<file path="src/common/smf_pkg.sv">
/*
 * Constants for the system mode and failure controller: register map,
 * field positions, reset values, mode codes and timing counts.
 * Assumes a 125 MHz clock and a plain strobed register port.
 */
// What this block does
// watchdog failure in normal, stop or init pulls reset low; fail outputs after first or second failure
// watchdog failure goes to restart or fail-safe by strap and failure-count select
// overvoltage without reset enable sets flag only; mode and fail outputs unchanged
// overvoltage with reset enable sets flag, fail outputs, restart or fail-safe by strap
// stored failure configuration changes only after power-on reset
// any command in init moves the mode to normal; a soft reset write in init keeps the mode at init
// missing watchdog trigger in the open window means failure and restart
// wake events during init are dropped without flag or interrupt
// host should trigger and configure the watchdog with its first command
// at power-up suppress undervoltage flag and fail outputs; reset low; the flag is suppressed only while vsLow is also set
// wake in normal or stop raises interrupt without mode change
// from init to normal, regulators, transceivers, high-side and fail outputs off
// from restart, high-side off, transceivers off or wake-capable, fail outputs kept
// in normal the test bit drives the fail outputs on and off
// in stop writes set command error except normal mode request, soft reset, status and wake flag clears
// in stop the supply, wake and fail settings stay frozen
// entering stop with wake flags still set raises interrupt
// stop to sleep request sets command error and enters restart
// measurement select removes the first two wake inputs as wake sources
// status shows wake input levels; each input enabled individually as source
// strap sampled through filter during reset delay, latched at reset release
// no stable strap level stores zero, selecting fail-safe
// mode field shows current mode and reads normal after restart
// modes are exclusive states; stop entered only from normal by request
package smf_pkg;
	typedef enum logic [2:0] {
		MODE_NORMAL = 3'h0,
		MODE_SLEEP = 3'h1,
		MODE_STOP = 3'h2,
		MODE_INIT = 3'h4,
		MODE_RESTART = 3'h5,
		MODE_FAILSAFE = 3'h6
	} smf_mode_t;
	localparam logic [3:0] ADDR_MODE = 4'h0;
	localparam logic [3:0] ADDR_SUPPLY = 4'h1;
	localparam logic [3:0] ADDR_WAKE_EN = 4'h2;
	localparam logic [3:0] ADDR_STATUS = 4'h3;
	localparam logic [3:0] ADDR_WAKE_FIRST = 4'h4;
	localparam logic [3:0] ADDR_WAKE_SECOND = 4'h5;
	localparam logic [3:0] ADDR_WAKE_LEVEL = 4'h6;
	localparam int BIT_OV_RST = 3;
	localparam int BIT_FAIL_SEL = 4;
	localparam int BIT_FO_TEST = 5;
	localparam int BIT_MEAS = 6;
	localparam int BIT_SOFT_RST = 7;
	localparam logic [1:0] XCVR_OFF = 2'h0;
	localparam logic [1:0] XCVR_WAKE = 2'h1;
	localparam logic [1:0] XCVR_ON = 2'h2;
	localparam logic [5:0] SUPPLY_RST = 6'h00;
	localparam logic [2:0] WAKE_EN_RST = 3'h0;
	localparam int CLK_NS = 8;
	localparam int RESET_DELAY_NS = 10000;
	localparam int CFG_FILTER_NS = 1000;
	localparam int INT_PULSE_NS = 100;
	localparam int RESET_DELAY_CYC = (RESET_DELAY_NS + CLK_NS - 1) / CLK_NS;
	localparam int CFG_FILTER_CYC = (CFG_FILTER_NS + CLK_NS - 1) / CLK_NS;
	localparam int INT_PULSE_CYC = (INT_PULSE_NS + CLK_NS - 1) / CLK_NS;
endpackage : smf_pkg

</file>
<file path="src/hdl/smf_controller.sv">
/*
 * Operating-mode and failure controller: mode state machine, failure
 * handling, strap sensing, wake flags, interrupt and fail outputs.
 * Assumes a watchdog that pulses wdFail on the same clock and pins that
 * arrive asynchronously.
 */
`timescale 1ns/100ps
module smf_controller #(
	parameter int RESET_DELAY_CYC = smf_pkg::RESET_DELAY_CYC,
	parameter int CFG_FILTER_CYC = smf_pkg::CFG_FILTER_CYC
) (
	input wire logic clock,
	input wire logic rst_b,
	input wire logic [3:0] addr,
	input wire logic [7:0] wrData,
	input wire logic wrStb,
	input wire logic rdStb,
	output logic [7:0] rdData,
	input wire logic wdFail,
	input wire logic vsLow,
	input wire logic mainUnder,
	input wire logic mainOver,
	input wire logic [2:0] wakeInputs,
	input wire logic busWake,
	input wire logic intPinIn,
	output logic intPinOut,
	output logic intPinOe,
	output logic resetOut_b,
	output logic failOutputs_b,
	output logic secondRegOn,
	output logic thirdRegOn,
	output logic [1:0] xcvrMode,
	output logic highSideOn,
	output logic cyclicOn,
	output smf_pkg::smf_mode_t mode
);
	// ----------------------------------------
	// state
	// ----------------------------------------
	typedef struct packed {
		smf_pkg::smf_mode_t mode;
		logic [7:0] s1;
		logic [7:0] s2;
		logic ovPrev;
		logic powerUp;
		logic [15:0] rdCnt;
		logic [15:0] filtCnt;
		logic intPrev;
		logic cfgStable;
		logic pin_sensed_config;
		logic ovRstEn;
		logic failSel;
		logic foTest;
		logic measSel;
		logic [5:0] supply;
		logic [2:0] wakeEn;
		logic ovFlag;
		logic uvFlag;
		logic cmdErr;
		logic [1:0] wdCnt;
		logic failLatched;
		logic [2:0] wkFirst;
		logic wkSecond;
		logic [3:0] intCnt;
		logic intPinOut;
		logic intPinOe;
		logic resetOut_b;
		logic failOutputs_b;
		logic [7:0] rdData;
	} smf_state_t;

	smf_state_t s;
	smf_state_t next_s;
	logic ovEdge;
	logic active;
	logic [2:0] wkSrc;
	logic wkNew;
	logic [1:0] cntUp;
	smf_pkg::smf_mode_t reqMode;

	// pin order in the synchroniser: vsLow, under, over, int, wake[3], bus
	assign ovEdge = s.s2[2] & ~s.ovPrev;
	assign active = ~s.powerUp & (s.mode == smf_pkg::MODE_NORMAL
		| s.mode == smf_pkg::MODE_STOP | s.mode == smf_pkg::MODE_INIT);
	assign wkSrc = s.s2[6:4] & s.wakeEn & ~{1'b0, {2{s.measSel}}};
	assign reqMode = smf_pkg::smf_mode_t'(wrData[2:0]);

	always_comb begin
		next_s = s;
		wkNew = 1'b0;
		cntUp = 2'h0;
		next_s.s1 = {busWake, wakeInputs, intPinIn, mainOver, mainUnder, vsLow};
		next_s.s2 = s.s1;
		next_s.ovPrev = s.s2[2];
		if (next_s.intCnt != 4'h0) begin
			next_s.intCnt = s.intCnt - 4'h1;
		end
		// ----------------------------------------
		// reset delay and strap sensing
		// ----------------------------------------
		if (s.powerUp | s.mode == smf_pkg::MODE_RESTART) begin
			next_s.resetOut_b = 1'b0;
			if (s.s2[1]) begin
				next_s.rdCnt = 16'h0000;
			end else if (s.rdCnt == 16'(RESET_DELAY_CYC - 1)) begin
				next_s.rdCnt = 16'h0000;
				next_s.resetOut_b = 1'b1;
				if (s.powerUp) begin
					next_s.powerUp = 1'b0;
					next_s.pin_sensed_config = s.cfgStable & s.intPrev;
				end else begin
					next_s.mode = smf_pkg::MODE_NORMAL;
				end
			end else begin
				next_s.rdCnt = s.rdCnt + 16'h0001;
			end
		end
		if (s.powerUp) begin
			next_s.intPrev = s.s2[3];
			if (s.s2[3] != s.intPrev | s.s2[1]) begin
				next_s.filtCnt = 16'h0000;
				next_s.cfgStable = 1'b0;
			end else if (s.filtCnt == 16'(CFG_FILTER_CYC - 1)) begin
				next_s.cfgStable = 1'b1;
			end else begin
				next_s.filtCnt = s.filtCnt + 16'h0001;
			end
		end
		// ----------------------------------------
		// register port
		// ----------------------------------------
		if (rdStb) begin
			unique case (addr)
				smf_pkg::ADDR_MODE: next_s.rdData = {1'b0, s.measSel, s.foTest, s.failSel,
					s.ovRstEn, s.mode};
				smf_pkg::ADDR_SUPPLY: next_s.rdData = {2'h0, s.supply};
				smf_pkg::ADDR_WAKE_EN: next_s.rdData = {5'h00, s.wakeEn};
				smf_pkg::ADDR_STATUS: next_s.rdData = {2'h0, s.wdCnt, s.pin_sensed_config, s.cmdErr,
					s.uvFlag, s.ovFlag};
				smf_pkg::ADDR_WAKE_FIRST: next_s.rdData = {5'h00, s.wkFirst};
				smf_pkg::ADDR_WAKE_SECOND: next_s.rdData = {7'h00, s.wkSecond};
				smf_pkg::ADDR_WAKE_LEVEL: next_s.rdData = {4'h0, s.s2[7:4]};
				default: next_s.rdData = 8'h00;
			endcase
		end else begin
			next_s.rdData = 8'h00;
		end
		// commands are not interpreted during restart or power-up
		if ((wrStb | rdStb) & active) begin
			if (s.mode == smf_pkg::MODE_INIT) begin
				next_s.mode = smf_pkg::MODE_NORMAL;
			end
			if (wrStb) begin
				if (addr == smf_pkg::ADDR_STATUS) begin
					next_s.ovFlag = s.ovFlag & ~wrData[0];
					next_s.uvFlag = s.uvFlag & ~wrData[1];
					next_s.cmdErr = s.cmdErr & ~wrData[2];
					if (wrData[5:4] != 2'h0) begin
						next_s.wdCnt = 2'h0;
					end
				end else if (addr == smf_pkg::ADDR_WAKE_FIRST) begin
					next_s.wkFirst = s.wkFirst & ~wrData[2:0];
				end else if (addr == smf_pkg::ADDR_WAKE_SECOND) begin
					next_s.wkSecond = s.wkSecond & ~wrData[0];
				end else if (s.mode == smf_pkg::MODE_STOP) begin
					if (addr == smf_pkg::ADDR_MODE & wrData[smf_pkg::BIT_SOFT_RST]) begin
						next_s.mode = smf_pkg::MODE_INIT;
					end else if (addr == smf_pkg::ADDR_MODE
						& reqMode == smf_pkg::MODE_NORMAL) begin
						next_s.mode = smf_pkg::MODE_NORMAL;
					end else if (addr == smf_pkg::ADDR_MODE
						& reqMode == smf_pkg::MODE_SLEEP) begin
						next_s.cmdErr = 1'b1;
						next_s.mode = smf_pkg::MODE_RESTART;
					end else begin
						next_s.cmdErr = 1'b1;
					end
				end else if (addr == smf_pkg::ADDR_MODE) begin
					next_s.ovRstEn = wrData[smf_pkg::BIT_OV_RST];
					next_s.failSel = wrData[smf_pkg::BIT_FAIL_SEL];
					next_s.foTest = wrData[smf_pkg::BIT_FO_TEST];
					next_s.measSel = wrData[smf_pkg::BIT_MEAS];
					if (wrData[smf_pkg::BIT_SOFT_RST]) begin
						next_s.mode = smf_pkg::MODE_INIT;
					end else if (s.mode == smf_pkg::MODE_NORMAL
						& (reqMode == smf_pkg::MODE_STOP | reqMode == smf_pkg::MODE_SLEEP)) begin
						next_s.mode = reqMode;
					end
				end else if (addr == smf_pkg::ADDR_SUPPLY) begin
					next_s.supply = wrData[5:0];
				end else if (addr == smf_pkg::ADDR_WAKE_EN) begin
					next_s.wakeEn = wrData[2:0];
				end
			end
		end
		// ----------------------------------------
		// supply and wake events; hardware set wins over a clear
		// ----------------------------------------
		if (s.s2[1] & ~(s.powerUp & s.s2[0])) begin
			next_s.uvFlag = 1'b1;
		end
		if (s.s2[1] & ~s.powerUp
			& (s.mode == smf_pkg::MODE_NORMAL | s.mode == smf_pkg::MODE_STOP)) begin
			next_s.mode = smf_pkg::MODE_RESTART;
		end
		if (s.mode != smf_pkg::MODE_INIT & s.mode != smf_pkg::MODE_RESTART
			& ~s.powerUp) begin
			wkNew = |(wkSrc & ~s.wkFirst) | (s.s2[7] & ~s.wkSecond);
			next_s.wkFirst = next_s.wkFirst | wkSrc;
			next_s.wkSecond = next_s.wkSecond | s.s2[7];
			if ((s.mode == smf_pkg::MODE_SLEEP | s.mode == smf_pkg::MODE_FAILSAFE)
				& ((|wkSrc) | s.s2[7])) begin
				next_s.mode = smf_pkg::MODE_RESTART;
			end
		end
		if (ovEdge & ~s.powerUp) begin
			next_s.ovFlag = 1'b1;
			if (s.ovRstEn & active) begin
				next_s.failLatched = 1'b1;
				next_s.mode = s.pin_sensed_config ? smf_pkg::MODE_RESTART : smf_pkg::MODE_FAILSAFE;
			end
		end
		// watchdog failure, including a missed open window in init
		if (wdFail & active) begin
			cntUp = (s.wdCnt == 2'h3) ? 2'h3 : s.wdCnt + 2'h1;
			next_s.wdCnt = cntUp;
			next_s.resetOut_b = 1'b0;
			if (s.failSel | cntUp >= 2'h2) begin
				next_s.failLatched = 1'b1;
			end
			if (s.pin_sensed_config | (~s.failSel & cntUp == 2'h1)) begin
				next_s.mode = smf_pkg::MODE_RESTART;
			end else begin
				next_s.mode = smf_pkg::MODE_FAILSAFE;
			end
		end
		// ----------------------------------------
		// mode entry effects
		// ----------------------------------------
		if (next_s.mode == smf_pkg::MODE_RESTART & s.mode != smf_pkg::MODE_RESTART) begin
			next_s.rdCnt = 16'h0000;
			next_s.resetOut_b = 1'b0;
			next_s.supply[0] = 1'b0;
			next_s.supply[4] = 1'b0;
			if (s.supply[3:2] == smf_pkg::XCVR_ON) begin
				next_s.supply[3:2] = smf_pkg::XCVR_WAKE;
			end
		end
		if (next_s.mode == smf_pkg::MODE_INIT & s.mode != smf_pkg::MODE_INIT) begin
			next_s.supply = smf_pkg::SUPPLY_RST;
			next_s.foTest = 1'b0;
			next_s.failLatched = 1'b0;
			next_s.wdCnt = 2'h0;
		end
		if (next_s.mode == smf_pkg::MODE_STOP & s.mode != smf_pkg::MODE_STOP
			& ((|s.wkFirst) | s.wkSecond)) begin
			next_s.intCnt = 4'(smf_pkg::INT_PULSE_CYC);
		end
		if (wkNew & (s.mode == smf_pkg::MODE_NORMAL | s.mode == smf_pkg::MODE_STOP)) begin
			next_s.intCnt = 4'(smf_pkg::INT_PULSE_CYC);
		end
		if (next_s.mode == smf_pkg::MODE_FAILSAFE) begin
			next_s.resetOut_b = 1'b0;
		end
		next_s.intPinOe = (next_s.intCnt != 4'h0) | next_s.powerUp;
		next_s.failOutputs_b = ~(~next_s.powerUp & (next_s.failLatched
			| (next_s.foTest & (next_s.mode == smf_pkg::MODE_NORMAL
			| next_s.mode == smf_pkg::MODE_STOP))));
	end

	always_ff @(posedge clock) begin
		if (!rst_b) begin
			s <= '0;
			s.mode <= smf_pkg::MODE_INIT;
			s.powerUp <= 1'b1;
			s.supply <= smf_pkg::SUPPLY_RST;
			s.wakeEn <= smf_pkg::WAKE_EN_RST;
			s.intPinOe <= 1'b1;
			s.failOutputs_b <= 1'b1;
		end else begin
			s <= next_s;
		end
	end

	assign rdData = s.rdData;
	assign intPinOut = s.intPinOut;
	assign intPinOe = s.intPinOe;
	assign resetOut_b = s.resetOut_b;
	assign failOutputs_b = s.failOutputs_b;
	assign secondRegOn = s.supply[0];
	assign thirdRegOn = s.supply[1];
	assign xcvrMode = s.supply[3:2];
	assign highSideOn = s.supply[4];
	assign cyclicOn = s.supply[5];
	assign mode = s.mode;
endmodule : smf_controller

</file>
<file path="config.mk">
export PLATFORM = sky130hd
export DESIGN_NAME = smf_controller
export DESIGN_NICKNAME = d
export VERILOG_FILES = /design/src/common/smf_pkg.sv /design/src/hdl/smf_controller.sv
export SDC_FILE = /design/constraint.sdc
export NUM_CORES = 1
export LEC_CHECK = 0
export ABC_CLOCK_PERIOD_IN_PS = 4910
export BUFFER_PORTS_ARGS = -buffer_cell sky130_fd_sc_hd__buf_2
export CAP_MARGIN = 25
export CORE_MARGIN = 2
export CORE_UTILIZATION = 64
export DETAILED_ROUTE_END_ITERATION = 7
export PLACE_DENSITY = 0.95
export SYNTH_ARGS = -nofsm -noshare
export SYNTH_HDL_FRONTEND = slang
export SYNTH_SLANG_ARGS = --single-unit
</file>
<file path="constraint.sdc">
create_clock -name clock -period 4.91 [get_ports clock]
set_clock_uncertainty 0.15 [all_clocks]
set_input_delay 0.491 -clock clock [delete_from_list [all_inputs] [get_ports clock]]
set_output_delay 0.491 -clock clock [all_outputs]
set_load 0.1 [all_outputs]
</file>
# == After elaboration in Yosys (flattened, before gate mapping) ==
# Index checks and enable logic that the tools add are counted.
# op_classes
n_addsub,4
order_cmp,1
n_eq_ne,31
n_mux,79
bitwise,73
reduce_logical,37
# op_table
cell,count
16-bit two-way mux,6
3-bit two-way mux,27
7-bit case mux with 7 select lines,1
11-bit two-way mux,4
16-bit by 1-bit adder with 16-bit output (second input constant),2
1-bit bitwise AND,31
4-bit two-way mux,7
2-bit nonzero test,13
1-bit two-way mux,22
3-bit equality test (second input constant),6
2-bit two-way mux,9
1-bit NOT,18
17-bit two-way mux,1
16-bit by 11-bit equality test with 1-bit output (second input constant),1
16-bit by 7-bit equality test with 1-bit output (second input constant),1
1-bit OR,16
7-bit AND reduction,2
3-bit bitwise AND,4
4-bit by 3-bit equality test with 1-bit output (second input constant),3
3-bit OR reduction,4
2-bit inequality test (second input constant),5
3-bit by 2-bit equality test with 1-bit output (second input constant),3
3-bit logical NOT,3
9-bit two-way mux,1
other kinds (24),35
# totals
reg_bits,94
out_inout_bits,21
elab_cells,255

# == Depth between registers and ports, before layout ==
# Gate-level depths: netlist of run 1.
# logic_depth
depth_word,27
mapped_depth,10
ltp_nobuf,8

# == Worst setup path before layout of run 1 ==
# Ideal clock, no wire load.
# synth_timing
path_kind,input to register
start,input port wrStb
end,"register s, in the netlist highSideOn"
setup_ns,0.133
arrival_ns,2.047
t_required_ns,4.627
setup_slack_ns,2.580
path_stages,8
cell_sequence,clkbuf_2 -> nor4bb_1 -> a41oi_1 -> o21ba_2 -> nand3_2 -> a211oi_4 -> buf_6 -> nor3_1
# synth_via
elab_chain_len,12
elab_cells_between_ends,16
classes_between,2 x eq/ne; 8 x mux; 4 x bitwise; 2 x reduce/logical
# synth_lines
element,line_no,source
start: declaration,smf_controller.sv:16,"input wire logic wrStb,"
1-bit OR,smf_controller.sv:149,if ((wrStb | rdStb) & active) begin
1-bit bitwise AND,smf_controller.sv:149,
3-bit two-way mux,smf_controller.sv:149,
3-bit two-way mux,smf_controller.sv:202,if (s.s2[1] & ~s.powerUp
3-bit two-way mux,smf_controller.sv:211,if ((s.mode == smf_pkg::MODE_SLEEP | s.mode == smf_pkg::MODE_FAILSAFE)
3-bit two-way mux,smf_controller.sv:206,if (s.mode != smf_pkg::MODE_INIT & s.mode != smf_pkg::MODE_RESTART
3-bit two-way mux,smf_controller.sv:218,if (s.ovRstEn & active) begin
3-bit two-way mux,smf_controller.sv:216,if (ovEdge & ~s.powerUp) begin
3-bit two-way mux,smf_controller.sv:224,if (wdFail & active) begin
"3-bit equality test, on equally long branches","smf_controller.sv:240, smf_controller.sv:249",
"1-bit bitwise AND, on equally long branches","smf_controller.sv:240, smf_controller.sv:249",
3-bit OR reduction (no source line),--,
end signal: assignment,smf_controller.sv:281,s <= next_s;
end: declaration,smf_controller.sv:72,smf_state_t s;
# Several ways; a longest one is shown, not always the timed one.
# A chain may end at the register's enable or synchronous reset.

# == Worst setup path in the final report of run 1 ==
# layout_timing
start,"register, netlist name mode[0]"
end,register s[72] (netlist bit)
# layout_via
elab_chain_len,23
elab_cells_between_ends,47
classes_between,8 x eq/ne; 23 x mux; 14 x bitwise; 2 x reduce/logical
# layout_lines
element,line_no,source
3-bit two-way mux,smf_controller.sv:108,if (s.powerUp) begin
3-bit two-way mux,smf_controller.sv:105,end else if (s.rdCnt == 16'(RESET_DELAY_CYC - 1)) begin
3-bit two-way mux,smf_controller.sv:103,if (s.s2[1]) begin
3-bit two-way mux,smf_controller.sv:101,if (s.powerUp | s.mode == smf_pkg::MODE_RESTART) begin
3-bit two-way mux,smf_controller.sv:150,if (s.mode == smf_pkg::MODE_INIT) begin
"3-bit two-way mux, on equally long branches","smf_controller.sv:185, smf_controller.sv:171",
"3-bit two-way mux, on equally long branches","smf_controller.sv:183, smf_controller.sv:168",
"3-bit two-way mux, on equally long branches","smf_controller.sv:178, smf_controller.sv:166",
[... 7 more ...],--,
3-bit two-way mux,smf_controller.sv:211,
3-bit two-way mux,smf_controller.sv:206,
3-bit two-way mux,smf_controller.sv:218,
3-bit two-way mux,smf_controller.sv:216,
3-bit two-way mux,smf_controller.sv:224,
3-bit equality test,smf_controller.sv:240,if (next_s.mode == smf_pkg::MODE_RESTART & s.mode != smf_pkg::MODE_RESTART) begin
1-bit bitwise AND,smf_controller.sv:240,
2-bit OR reduction (no source line),--,
# Several ways; a longest one is shown, not always the timed one.

==> results.tsv, run 1 <==
metric	value	unit
Longest Clk Path Bufs	2	
Met3 Wirelength	842	um
asr flop ratio synth	0	%
ranking of synthesized cells by area	dfxtp_1 39%, nor2_1 4.4%, nand2_1 4.1%	
post-CTS setup repair buffer count	0	
Layout Area Growth over Synthesis	7.95	%
Post-synth EDFFs	0	
count of different cell masters after synthesis	72	
per-cell routed wire length	16.8	um
Largest stage delay, worst path	730	ps
initial drt markers	419	
placed insts	659	
worst-margin pin slew	805	ps
CTS Root Cell	clkbuf_8	
# rows	31	
DR pass1 iterations	6	
Post-Synthesis Cell Area	4720	um2
cells resized by post-CTS repair	0	
most frequent cells in the layout	93 x dfxtp_1, 55 x nor2_1, 52 x nand2_1	
synthesized flop and latch total	93	
Post-layout nets	601	
commonest non-fill, non-tap cell in the layout	dfxtp_1	
RSZ-0062 raised after global routing	no	
maximum vdd drop	0.234	mV
Num Clock Sinks	93	
Yosys warning count	0	
GRT Overall Usage	29.0	%
reg2reg start	mode[0]	
CP Launch Type	register	
PwrDens	304	nW/um2
io pins	46	
crit path DAT	3020	ps
vias	4163	
period utilisation layout	60.5	%
Critical Path End Type	register	
Hold Crit Endpoint	next_s[79]	
critical path type	register to register	
first-pass GRT wire length	19.1	mm
status	finished clean	
Vias/cell	6.18	
Hold Crit Depth	2	
min-delay worst type	input pin to register	
total die area	8080	um2
diode count	0	
Rel. slew slack	45.6	%
crit-path cells	or3b_1 -> a21oi_1 -> a21oi_2 -> o21a_1 -> a211oi_4 -> a2111oi_0	
met1 wire length	5.03	mm
Req. time, crit path	4960	ps
predominant post-synthesis flop cell	dfxtp_1	
HP Start	intPinIn	
Routed WL	11.3	mm
number of global-route vias before repair	3964	
Remaining DRCs	0	
Final TNS setup	0	ps
top layer in use	met4	
antenna violation net count after detailed routing	0	
H-tree levels	3	
cts bufs inserted	9	
antenna violations before repair	0	
chip width	89.9	um
area leader, netlist	dfxtp_1	
Mapped Cells	553	
crit path max fanout	19	
Skew-Pair Late Insertion Delay	370	ps
Hold Vio Cnt, Final	0	
metal2 WL	5.19	mm
final setup fails	0	
fmax	337	MHz
fill count	550	
Final Max Tran Viols	0	
hpwl dp	8.26	mm
core area	7210	um2
top cell type's share of synthesized area	39.4	%
# port buffers	43	
Worst-path clk slew	90	ps
TritonCTS clock tree	built	
Worst R2R Path Depth	6	
Max-Cap Viols	0	
layout cells sized above 1	13.4	%
sequential-to-total area share from yosys stat	39.4	%
r2r setup slk	1940	ps
GPL Wtd Cong	0.927	
fin crit period	2970	ps
die span in y	89.9	um
synthesized area per cell	8.53	um2
slowest stage cell, crit path	a211oi_4	
starting density of the core	65.4	%
Post-Layout Cell Count	674	
LEAKAGE	1.93	nW
Crit Reg-Reg Endpoint	s[72]	
cts hold-fix bufs	0	
largest net degree at the start of global routing	26	
total gr overflow	0	
metrics by stage:
stage	utilization, %	hold slack, ps	setup WS (ps)	total power [mW]	area (um2)
final	70.6	177	1940	1.55	5090
after global routing	70.6	179	1750	1.61	5090
after CTS	70.6	168	1980	1.55	5090
after detailed placement	67.6	272	1940	0.992	4870
after global placement	67.1	263	1990	0.972	4840
after floorplan	-	262	2580	0.942	4720
power breakdown:
part	total (mW)	leakage (nW)	switching, mW	internal [mW]
sequential	0.796	0.755	0.0192	0.777
combinational	0.181	1.07	0.109	0.0716
clock	0.570	0.105	0.271	0.300
total	1.55	1.93	0.399	1.15
critical path: cells and delay by family (launching register included):
kind,cells,cell delay (ps)
AO/OA/AOI/OAI,5,1550
flip-flops,1,700
AND/OR/NAND/NOR,1,410
cell families (layout without fill, tap and decap cells):
family	after synthesis	in the layout	synth area share, %
other	1	2	0.0795
adder cells (fa/ha/maj)	5	5	1.33
XOR/XNOR	23	23	4.27
multiplexers	22	22	5.01
buffers and inverters	54	75	5.89
flip-flops	93	93	39.4
AO/OA/AOI/OAI	112	112	16.7
AND/OR/NAND/NOR	243	243	27.3
flip-flops by register name, summed over array words and instances (netlist names):
register       count
highSideOn         1
failOutputs_b      1
next_s             9
cyclicOn           1
thirdRegOn         1
resetOut_b         1
s                 65
rdData             7
secondRegOn        1
mode               3
intPinOe           1
xcvrMode           2
worst max-delay path by stage:
stage | startpoint | endpoint | slack [ps]
CTS | mode[0] | s[68] | 1980
finish | mode[0] | s[72] | 1940
global placement | addr[0] | s[70] | 1990
detailed placement | addr[0] | s[68] | 1940
floorplan | wrStb | highSideOn | 2580
global route | mode[0] | s[69] | 1750
cell usage after synthesis, drive strengths merged (3+ instances only):
cell type   n
dfxtp      93
nor2       55
nand2      52
a21oi      37
nor3       32
buf        22
and2       21
o21ai      19
xnor2      19
mux2i      18
clkbuf     17
inv        15
nand3      12
nand4      10
nor2b      10
and3        9
a2111oi     8
a211oi      7
nor3b       7
a31oi       6
nand3b      6
nor4        6
or3         6
ha          5
nand2b      4
o21a        4
o31ai       4
xor2        4
a22oi       3
mux2        3
area by class of cell:
type / count / area (um2) / share of cell area [%]
Clock buffer: 10 / 138 / 2.70
Clock inverter: 5 / 83.8 / 1.65
Inverter: 15 / 56.3 / 1.11
Multi-Input combinational cell: 407 / 2580 / 50.7
Sequential cell: 93 / 1860 / 36.5
Tap cell: 99 / 124 / 2.43
Timing Repair Buffer: 45 / 248 / 4.86
layer usage:
metal,vias up,global-route usage [%]
met5,-,0
met4,0,11.7
met3,23,4.86
met2,183,45.8
met1,1958,39.9
li1,1999,-
(Power assumes the default switching activity.)
==> run 2: changes to the inputs <==
ABC_CLOCK_PERIOD_IN_PS = 2500   (was 4910)
CORE_UTILIZATION = 53   (was 64)
PLACE_DENSITY = 0.85   (was 0.95)
clock period = 2.5 ns   (was 4.91 ns; I/O delays follow)
==> results.tsv, run 2 (synthesis gave the netlist of run 1 again) <==
metric	value	unit	change
status	finished clean		unchanged
Comb pwr share	12.1	%	was 11.7%
final instance area	5380	um2	was 5090 um2
period utilisation layout	95.7	%	was 60.5%
crit path max fanout	10		was 19
reg2reg start	s[58]		was mode[0]
antenna violations before repair	0		unchanged
RSZ-0062 raised after global routing	no		unchanged
first-pass GRT wire length	18.5	mm	was 19.1 mm
# port buffers	43		unchanged
HP Start	wrData[5]		was intPinIn
Most flops, register	s		unchanged
Largest stage delay, worst path	420	ps	was 730 ps
Routed WL	11.4	mm	was 11.3 mm
DR pass1 iterations	5		was 6
H-tree levels	3		unchanged
per-cell routed wire length	16.0	um	was 16.8 um
clock group share of total power	35.4	%	was 36.8%
Rel. slew slack	47.4	%	was 45.6%
diode count	0		unchanged
Skew-Pair Late Insertion Delay	370	ps	about the same
number of global-route vias before repair	3907		was 3964
Layout Utilization	62.0	%	was 70.6%
fin crit period	2390	ps	was 2970 ps
max FFs per register	65		unchanged
largest net degree at the start of global routing	26		unchanged
sequential share of power	52.5	%	was 51.5%
worst-margin pin slew	788	ps	was 805 ps
Crit Reg-Reg Endpoint	xcvrMode[1]		was s[72]
Layout Area Growth over Synthesis	13.9	%	was 7.95%
total gr overflow	0		unchanged
commonest non-fill, non-tap cell in the layout	dfxtp_1		unchanged
crit path DAT	2480	ps	was 3020 ps
Worst-path clk slew	100	ps	was 90 ps
GRT Overall Usage	23.4	%	was 29.0%
CP most frequent cell	o31ai_4		
Final Max Tran Viols	0		unchanged
crit-path cells	ha_1 -> nor4bb_1 -> nand4_1 -> nor2_1 -> o31ai_4 -> buf_4 -> o31ai_4 -> nor3b_1		was or3b_1 -> a21oi_1 -> a21oi_2 -> o21a_1 -> a211oi_4 -> a2111oi_0
io pins	46		unchanged
final setup fails	0		unchanged
Final TNS setup	0	ps	unchanged
hpwl dp	8.27	mm	was 8.26 mm
Longest Clk Path Bufs	2		unchanged
antenna violation net count after detailed routing	0		unchanged
most frequent cells in the layout	89 x dfxtp_1, 55 x nor2_1, 52 x nand2_1		was 93 x dfxtp_1, 55 x nor2_1, 52 x nand2_1
fmax	418	MHz	was 337 MHz
starting density of the core	54.4	%	was 65.4%
min-delay worst type	input pin to register		unchanged
total power	2.98	mW	was 1.55 mW
Hold Crit Endpoint	cyclicOn		was next_s[79]
Post-layout nets	632		was 601
chip width	98.4	um	was 89.9 um
CP Launch Type	register		unchanged
LEAKAGE	2.06	nW	was 1.93 nW
cts bufs inserted	9		unchanged
total die area	9680	um2	was 8080 um2
TritonCTS clock tree	built		unchanged
CTS Root Cell	clkbuf_8		unchanged
PwrDens	555	nW/um2	was 304 nW/um2
# rows	34		was 31
Hold Crit Depth	3		was 2
Remaining DRCs	0		unchanged
Int Power	2.16	mW	was 1.15 mW
layout cells sized above 1	17.3	%	was 13.4%
core area	8680	um2	was 7210 um2
Req. time, crit path	2590	ps	was 4960 ps
Hold Vio Cnt, Final	0		unchanged
GPL Wtd Cong	0.967		was 0.927
DP Area	5030	um2	was 4870 um2
Worst R2R Path Depth	8		was 6
critical path type	register to register		unchanged
Max-Cap Viols	0		unchanged
Vias/cell	5.87		was 6.18
maximum vdd drop	0.310	mV	was 0.234 mV
r2r setup slk	110	ps	was 1940 ps
die span in y	98.4	um	was 89.9 um
Num Clock Sinks	93		unchanged
net load switching power	0.826	mW	was 0.399 mW
Critical Path End Type	register		unchanged
slowest stage cell, crit path	o31ai_4		was a211oi_4
Sw Share	27.7	%	was 25.8%
initial drt markers	374		was 419
Hold Worst Slack	28.2	ps	was 177 ps
vias	4200		was 4163
==> run 2: changes by cell type in the layout (fill, tap and decap cells not counted), moves of 2 or more <==
cell	previous run	this run
a2111oi_0	7	4
a2111oi_1	1	3
buf_4	0	21
clkinv_4	0	2
dfxtp_1	93	89
dfxtp_2	0	4
dlygate4sd3_1	0	11
inv_6	1	3
==> run 2: layout make-up <==
class	count	area (um2)
multi-input combinational	407	2610
fill	759	3300
clock inverter	7	81.3
timing repair buffer	76	503
tap	108	135
clock buffer	9	124
inverter	15	56.3
sequential	93	1870
==> run 2: timing repair <==
action                                  4_1_cts  5_1_grt
gates resized for setup                       2        9
hold buffers                                 11        0
pin swaps                                     0        1
endpoints found under the hold margin        11        0
endpoints found under the setup margin        1       27
setup buffers                                 0        0
==> run 2: routing by layer <==
layer	vias to the layer above	wire, um	global-route usage [%]
li1	2058	-	-
met1	1952	5160	33.2
met2	171	5210	36.7
met3	19	830	3.15
met4	0	204	8.11
met5	-	0	0
==> run 2: critical path: cells and delay by family (launching register included) <==
| kind | cells | cell delay [ps] |
|---|---|---|
| flops | 1 | 400 |
| simple gates | 4 | 810 |
| buf+inv | 1 | 170 |
| fa+ha+maj | 1 | 180 |
| compound gates | 2 | 540 |
==> run 2: worst max-delay path by stage <==
stage / startpoint / to / slack, ps / cells past startpoint
2_1_floorplan: mode[2] / highSideOn / 300 / 8
3_3_place_gp: addr[1] / xcvrMode[1] / 130 / 8
3_5_place_dp: mode[2] / s[66] / -20 / 7
4_1_cts: mode[0] / xcvrMode[1] / 40 / 7
5_1_grt: s[58] / s[71] / 0.5 / 8
6_report: s[58] / xcvrMode[1] / 110 / 8
==> run 2: metrics by stage <==
stage | cells | worst slack (ps)
finish | 715 | 108
floorplan | 554 | 303
global route | 715 | 0.522
global placement | 688 | 132
detailed placement | 688 | -20.5
CTS | 715 | 39.7
==> run 2: power by group through the flow <==
| stage | combinational, mW | sequential, mW | clock (mW) |
|---|---|---|---|
| 5_1_grt | 0.409 | 1.57 | 1.12 |
| 2_1_floorplan | 0.264 | 1.59 | 0 |
| 3_5_place_dp | 0.345 | 1.60 | 0 |
| 6_report | 0.362 | 1.56 | 1.06 |
| 4_1_cts | 0.362 | 1.56 | 1.06 |
| 3_3_place_gp | 0.325 | 1.59 | 0 |
==> run 3: changes to the inputs <==
ABC_AREA = 1   (was unset)
CORE_UTILIZATION = 25   (was 53)
PLACE_DENSITY = 0.52   (was 0.85)
==> results.tsv, run 3 <==
metric	value	unit	change
ranking of synthesized cells by area	dfxtp_1 40%, nand2_1 12%, inv_1 7.6%		was dfxtp_1 39%, nor2_1 4.4%, nand2_1 4.1%
chip width	141	um	was 98.4 um
hpwl dp	9.75	mm	was 8.27 mm
vias	4381		was 4200
period utilisation layout	90.6	%	was 95.7%
Rel. slew slack	65.6	%	was 47.4%
Yosys warning count	0		unchanged
most frequent cell after synthesis	nand2_1		was dfxtp_1
Vias/cell	4.50		was 5.87
Hold Crit Endpoint	s[35]		was cyclicOn
Final TNS setup	0	ps	unchanged
Hold Crit Depth	3		unchanged
Multi-input gate area	2290	um2	was 2610 um2
Crit Reg-Reg Endpoint	s[71]		was xcvrMode[1]
per-cell routed wire length	13.0	um	was 16.0 um
Num Clock Sinks	93		unchanged
crit path max fanout	17		was 10
Final Max Tran Viols	0		unchanged
crit path DAT	2350	ps	was 2480 ps
Worst-path clk slew	70	ps	was 100 ps
total gr overflow	0		unchanged
FF+latch area	1870	um2	unchanged
final setup fails	0		unchanged
predominant post-synthesis flop cell	dfxtp_1		unchanged
area leader, netlist	dfxtp_1		unchanged
Req. time, crit path	2590	ps	about the same
max FFs per register	65		unchanged
r2r setup slk	230	ps	was 110 ps
first-pass GRT wire length	21.3	mm	was 18.5 mm
synthesized area per cell	7.01	um2	was 8.53 um2
PwrDens	640	nW/um2	was 555 nW/um2
fmax	441	MHz	was 418 MHz
Skew-Pair Late Insertion Delay	350	ps	was 370 ps
initial drt markers	318		was 374
H-tree levels	3		unchanged
total die area	19900	um2	was 9680 um2
worst-margin pin slew	520	ps	was 788 ps
post-CTS setup repair buffer count	0		unchanged
status	finished clean		unchanged
core area	18600	um2	was 8680 um2
Routed WL	12.7	mm	was 11.4 mm
commonest non-fill, non-tap cell in the layout	nand2_1		was dfxtp_1
cts bufs inserted	9		unchanged
die span in y	141	um	was 98.4 um
fin crit period	2270	ps	was 2390 ps
Max-Cap Viols	0		unchanged
maximum vdd drop	0.324	mV	was 0.310 mV
diode count	0		unchanged
top cell type's share of synthesized area	39.6	%	was 39.4%
synthesized flop and latch total	93		unchanged
min-delay worst type	input pin to register		unchanged
Longest Clk Path Bufs	2		unchanged
fill count	2027		was 759
CP Launch Type	register		unchanged
number of global-route vias before repair	4247		was 3907
RSZ-0062 raised after global routing	no		unchanged
Mapped Cells	670		was 553
largest net degree at the start of global routing	24		was 26
Post-Synthesis Cell Area	4700	um2	was 4720 um2
final instance area	5720	um2	was 5380 um2
antenna violations before repair	0		unchanged
critical path type	register to register		unchanged
GRT Overall Usage	13.5	%	was 23.4%
HP Start	wrData[6]		was wrData[5]
Post-synth EDFFs	0		unchanged
Hold Vio Cnt, Final	0		unchanged
antenna violation net count after detailed routing	0		unchanged
Critical Path End Type	register		unchanged
DP Area	5260	um2	was 5030 um2
sequential-to-total area share from yosys stat	39.6	%	was 39.4%
LEAKAGE	2.52	nW	was 2.06 nW
asr flop ratio synth	0	%	unchanged
# rows	50		was 34
layout cells sized above 1	17.7	%	was 17.3%
DR pass1 iterations	5		unchanged
reg2reg start	mode[1]		was s[58]
count of different cell masters after synthesis	50		was 72
TritonCTS clock tree	built		unchanged
io pins	46		unchanged
total power	3.66	mW	was 2.98 mW
Hold Worst Slack	37.7	ps	was 28.2 ps
most frequent cells in the layout	148 x nand2_1, 95 x inv_1, 89 x dfxtp_1		was 89 x dfxtp_1, 55 x nor2_1, 52 x nand2_1
Layout Area Growth over Synthesis	21.8	%	was 13.9%
Post-layout nets	765		was 632
Worst R2R Path Depth	13		was 8
Most flops, register	s		unchanged
GPL Wtd Cong	0.878		was 0.967
# port buffers	43		unchanged
starting density of the core	25.3	%	was 54.4%
CTS Root Cell	clkbuf_16		was clkbuf_8
Synth top cells by count	148 x nand2_1, 95 x inv_1, 93 x dfxtp_1		was 93 x dfxtp_1, 55 x nor2_1, 52 x nand2_1
Remaining DRCs	0		unchanged
-- run 3: logic make-up after synthesis --
family / Yosys count / share of synthesized area (%)
AND/OR/NAND/NOR: 325 / 32.2
other: 1 / 0.0798
flip-flops: 93 / 39.6
AO/OA/AOI/OAI: 99 / 12.0
adder cells (fa/ha/maj): 5 / 1.33
XOR/XNOR: 12 / 2.24
buffers and inverters: 131 / 11.8
multiplexers: 4 / 0.852
-- run 3: cell type report --
cell class                      count  share of cell area [%]
Inverter                          108                    7.09
Clock inverter                      7                    2.54
Multi-Input combinational cell    447                    40.0
Timing Repair Buffer               76                    8.66
Tap cell                          234                    5.12
Sequential cell                    93                    32.6
Clock buffer                        9                    3.94
-- run 3: timing repair --
action,4_1_cts,5_1_grt
resized for setup,0,5
hold buffers,8,0
setup endpoints to repair,0,29
hold endpoints to repair,8,0
-- run 3: how the worst max path moves through the flow --
stage	endpoint	from	cells past startpoint
global route	s[70]	mode[1]	16
detailed placement	s[68]	mode[1]	13
global placement	s[72]	mode[1]	14
floorplan	s[60]	mode[1]	13
finish	s[71]	mode[1]	13
CTS	s[71]	mode[1]	13
-- run 3: metal layers --
metal / part of all wire [%] / global-route usage, %
met1: 49 / 18.5
met2: 44 / 21.0
met3: 5.0 / 2.38
met4: 1.9 / 5.37
met5: 0 / 0
-- run 3: stage by stage --
stage	worst slack, ps	util [%]	cells
6_report	234	30.8	974
5_1_grt	4.47	30.8	974
3_3_place_gp	218	28.3	950
3_5_place_dp	192	28.3	950
4_1_cts	174	30.8	974
2_1_floorplan	491	-	671
-- run 3: power breakdown --
part | internal, mW | switching (mW) | leakage, nW | total, mW
clock network | 1.08 | 0.621 | 0.176 | 1.70
logic | 0.154 | 0.238 | 1.59 | 0.392
registers | 1.53 | 0.0346 | 0.755 | 1.57
-- run 3: critical path, cell delays in order (launching register included) --
cell	delay [ps]
dfxtp_2	370
a21oi_1	260
nand3_1	220
nor2_2	220
nand4_1	130
nand2_1	70
nand2_1	50
nand2_1	60
nand2_2	90
nand2_2	130
nand2_2	90
nand2_2	90
buf_12	160
nor3_1	60
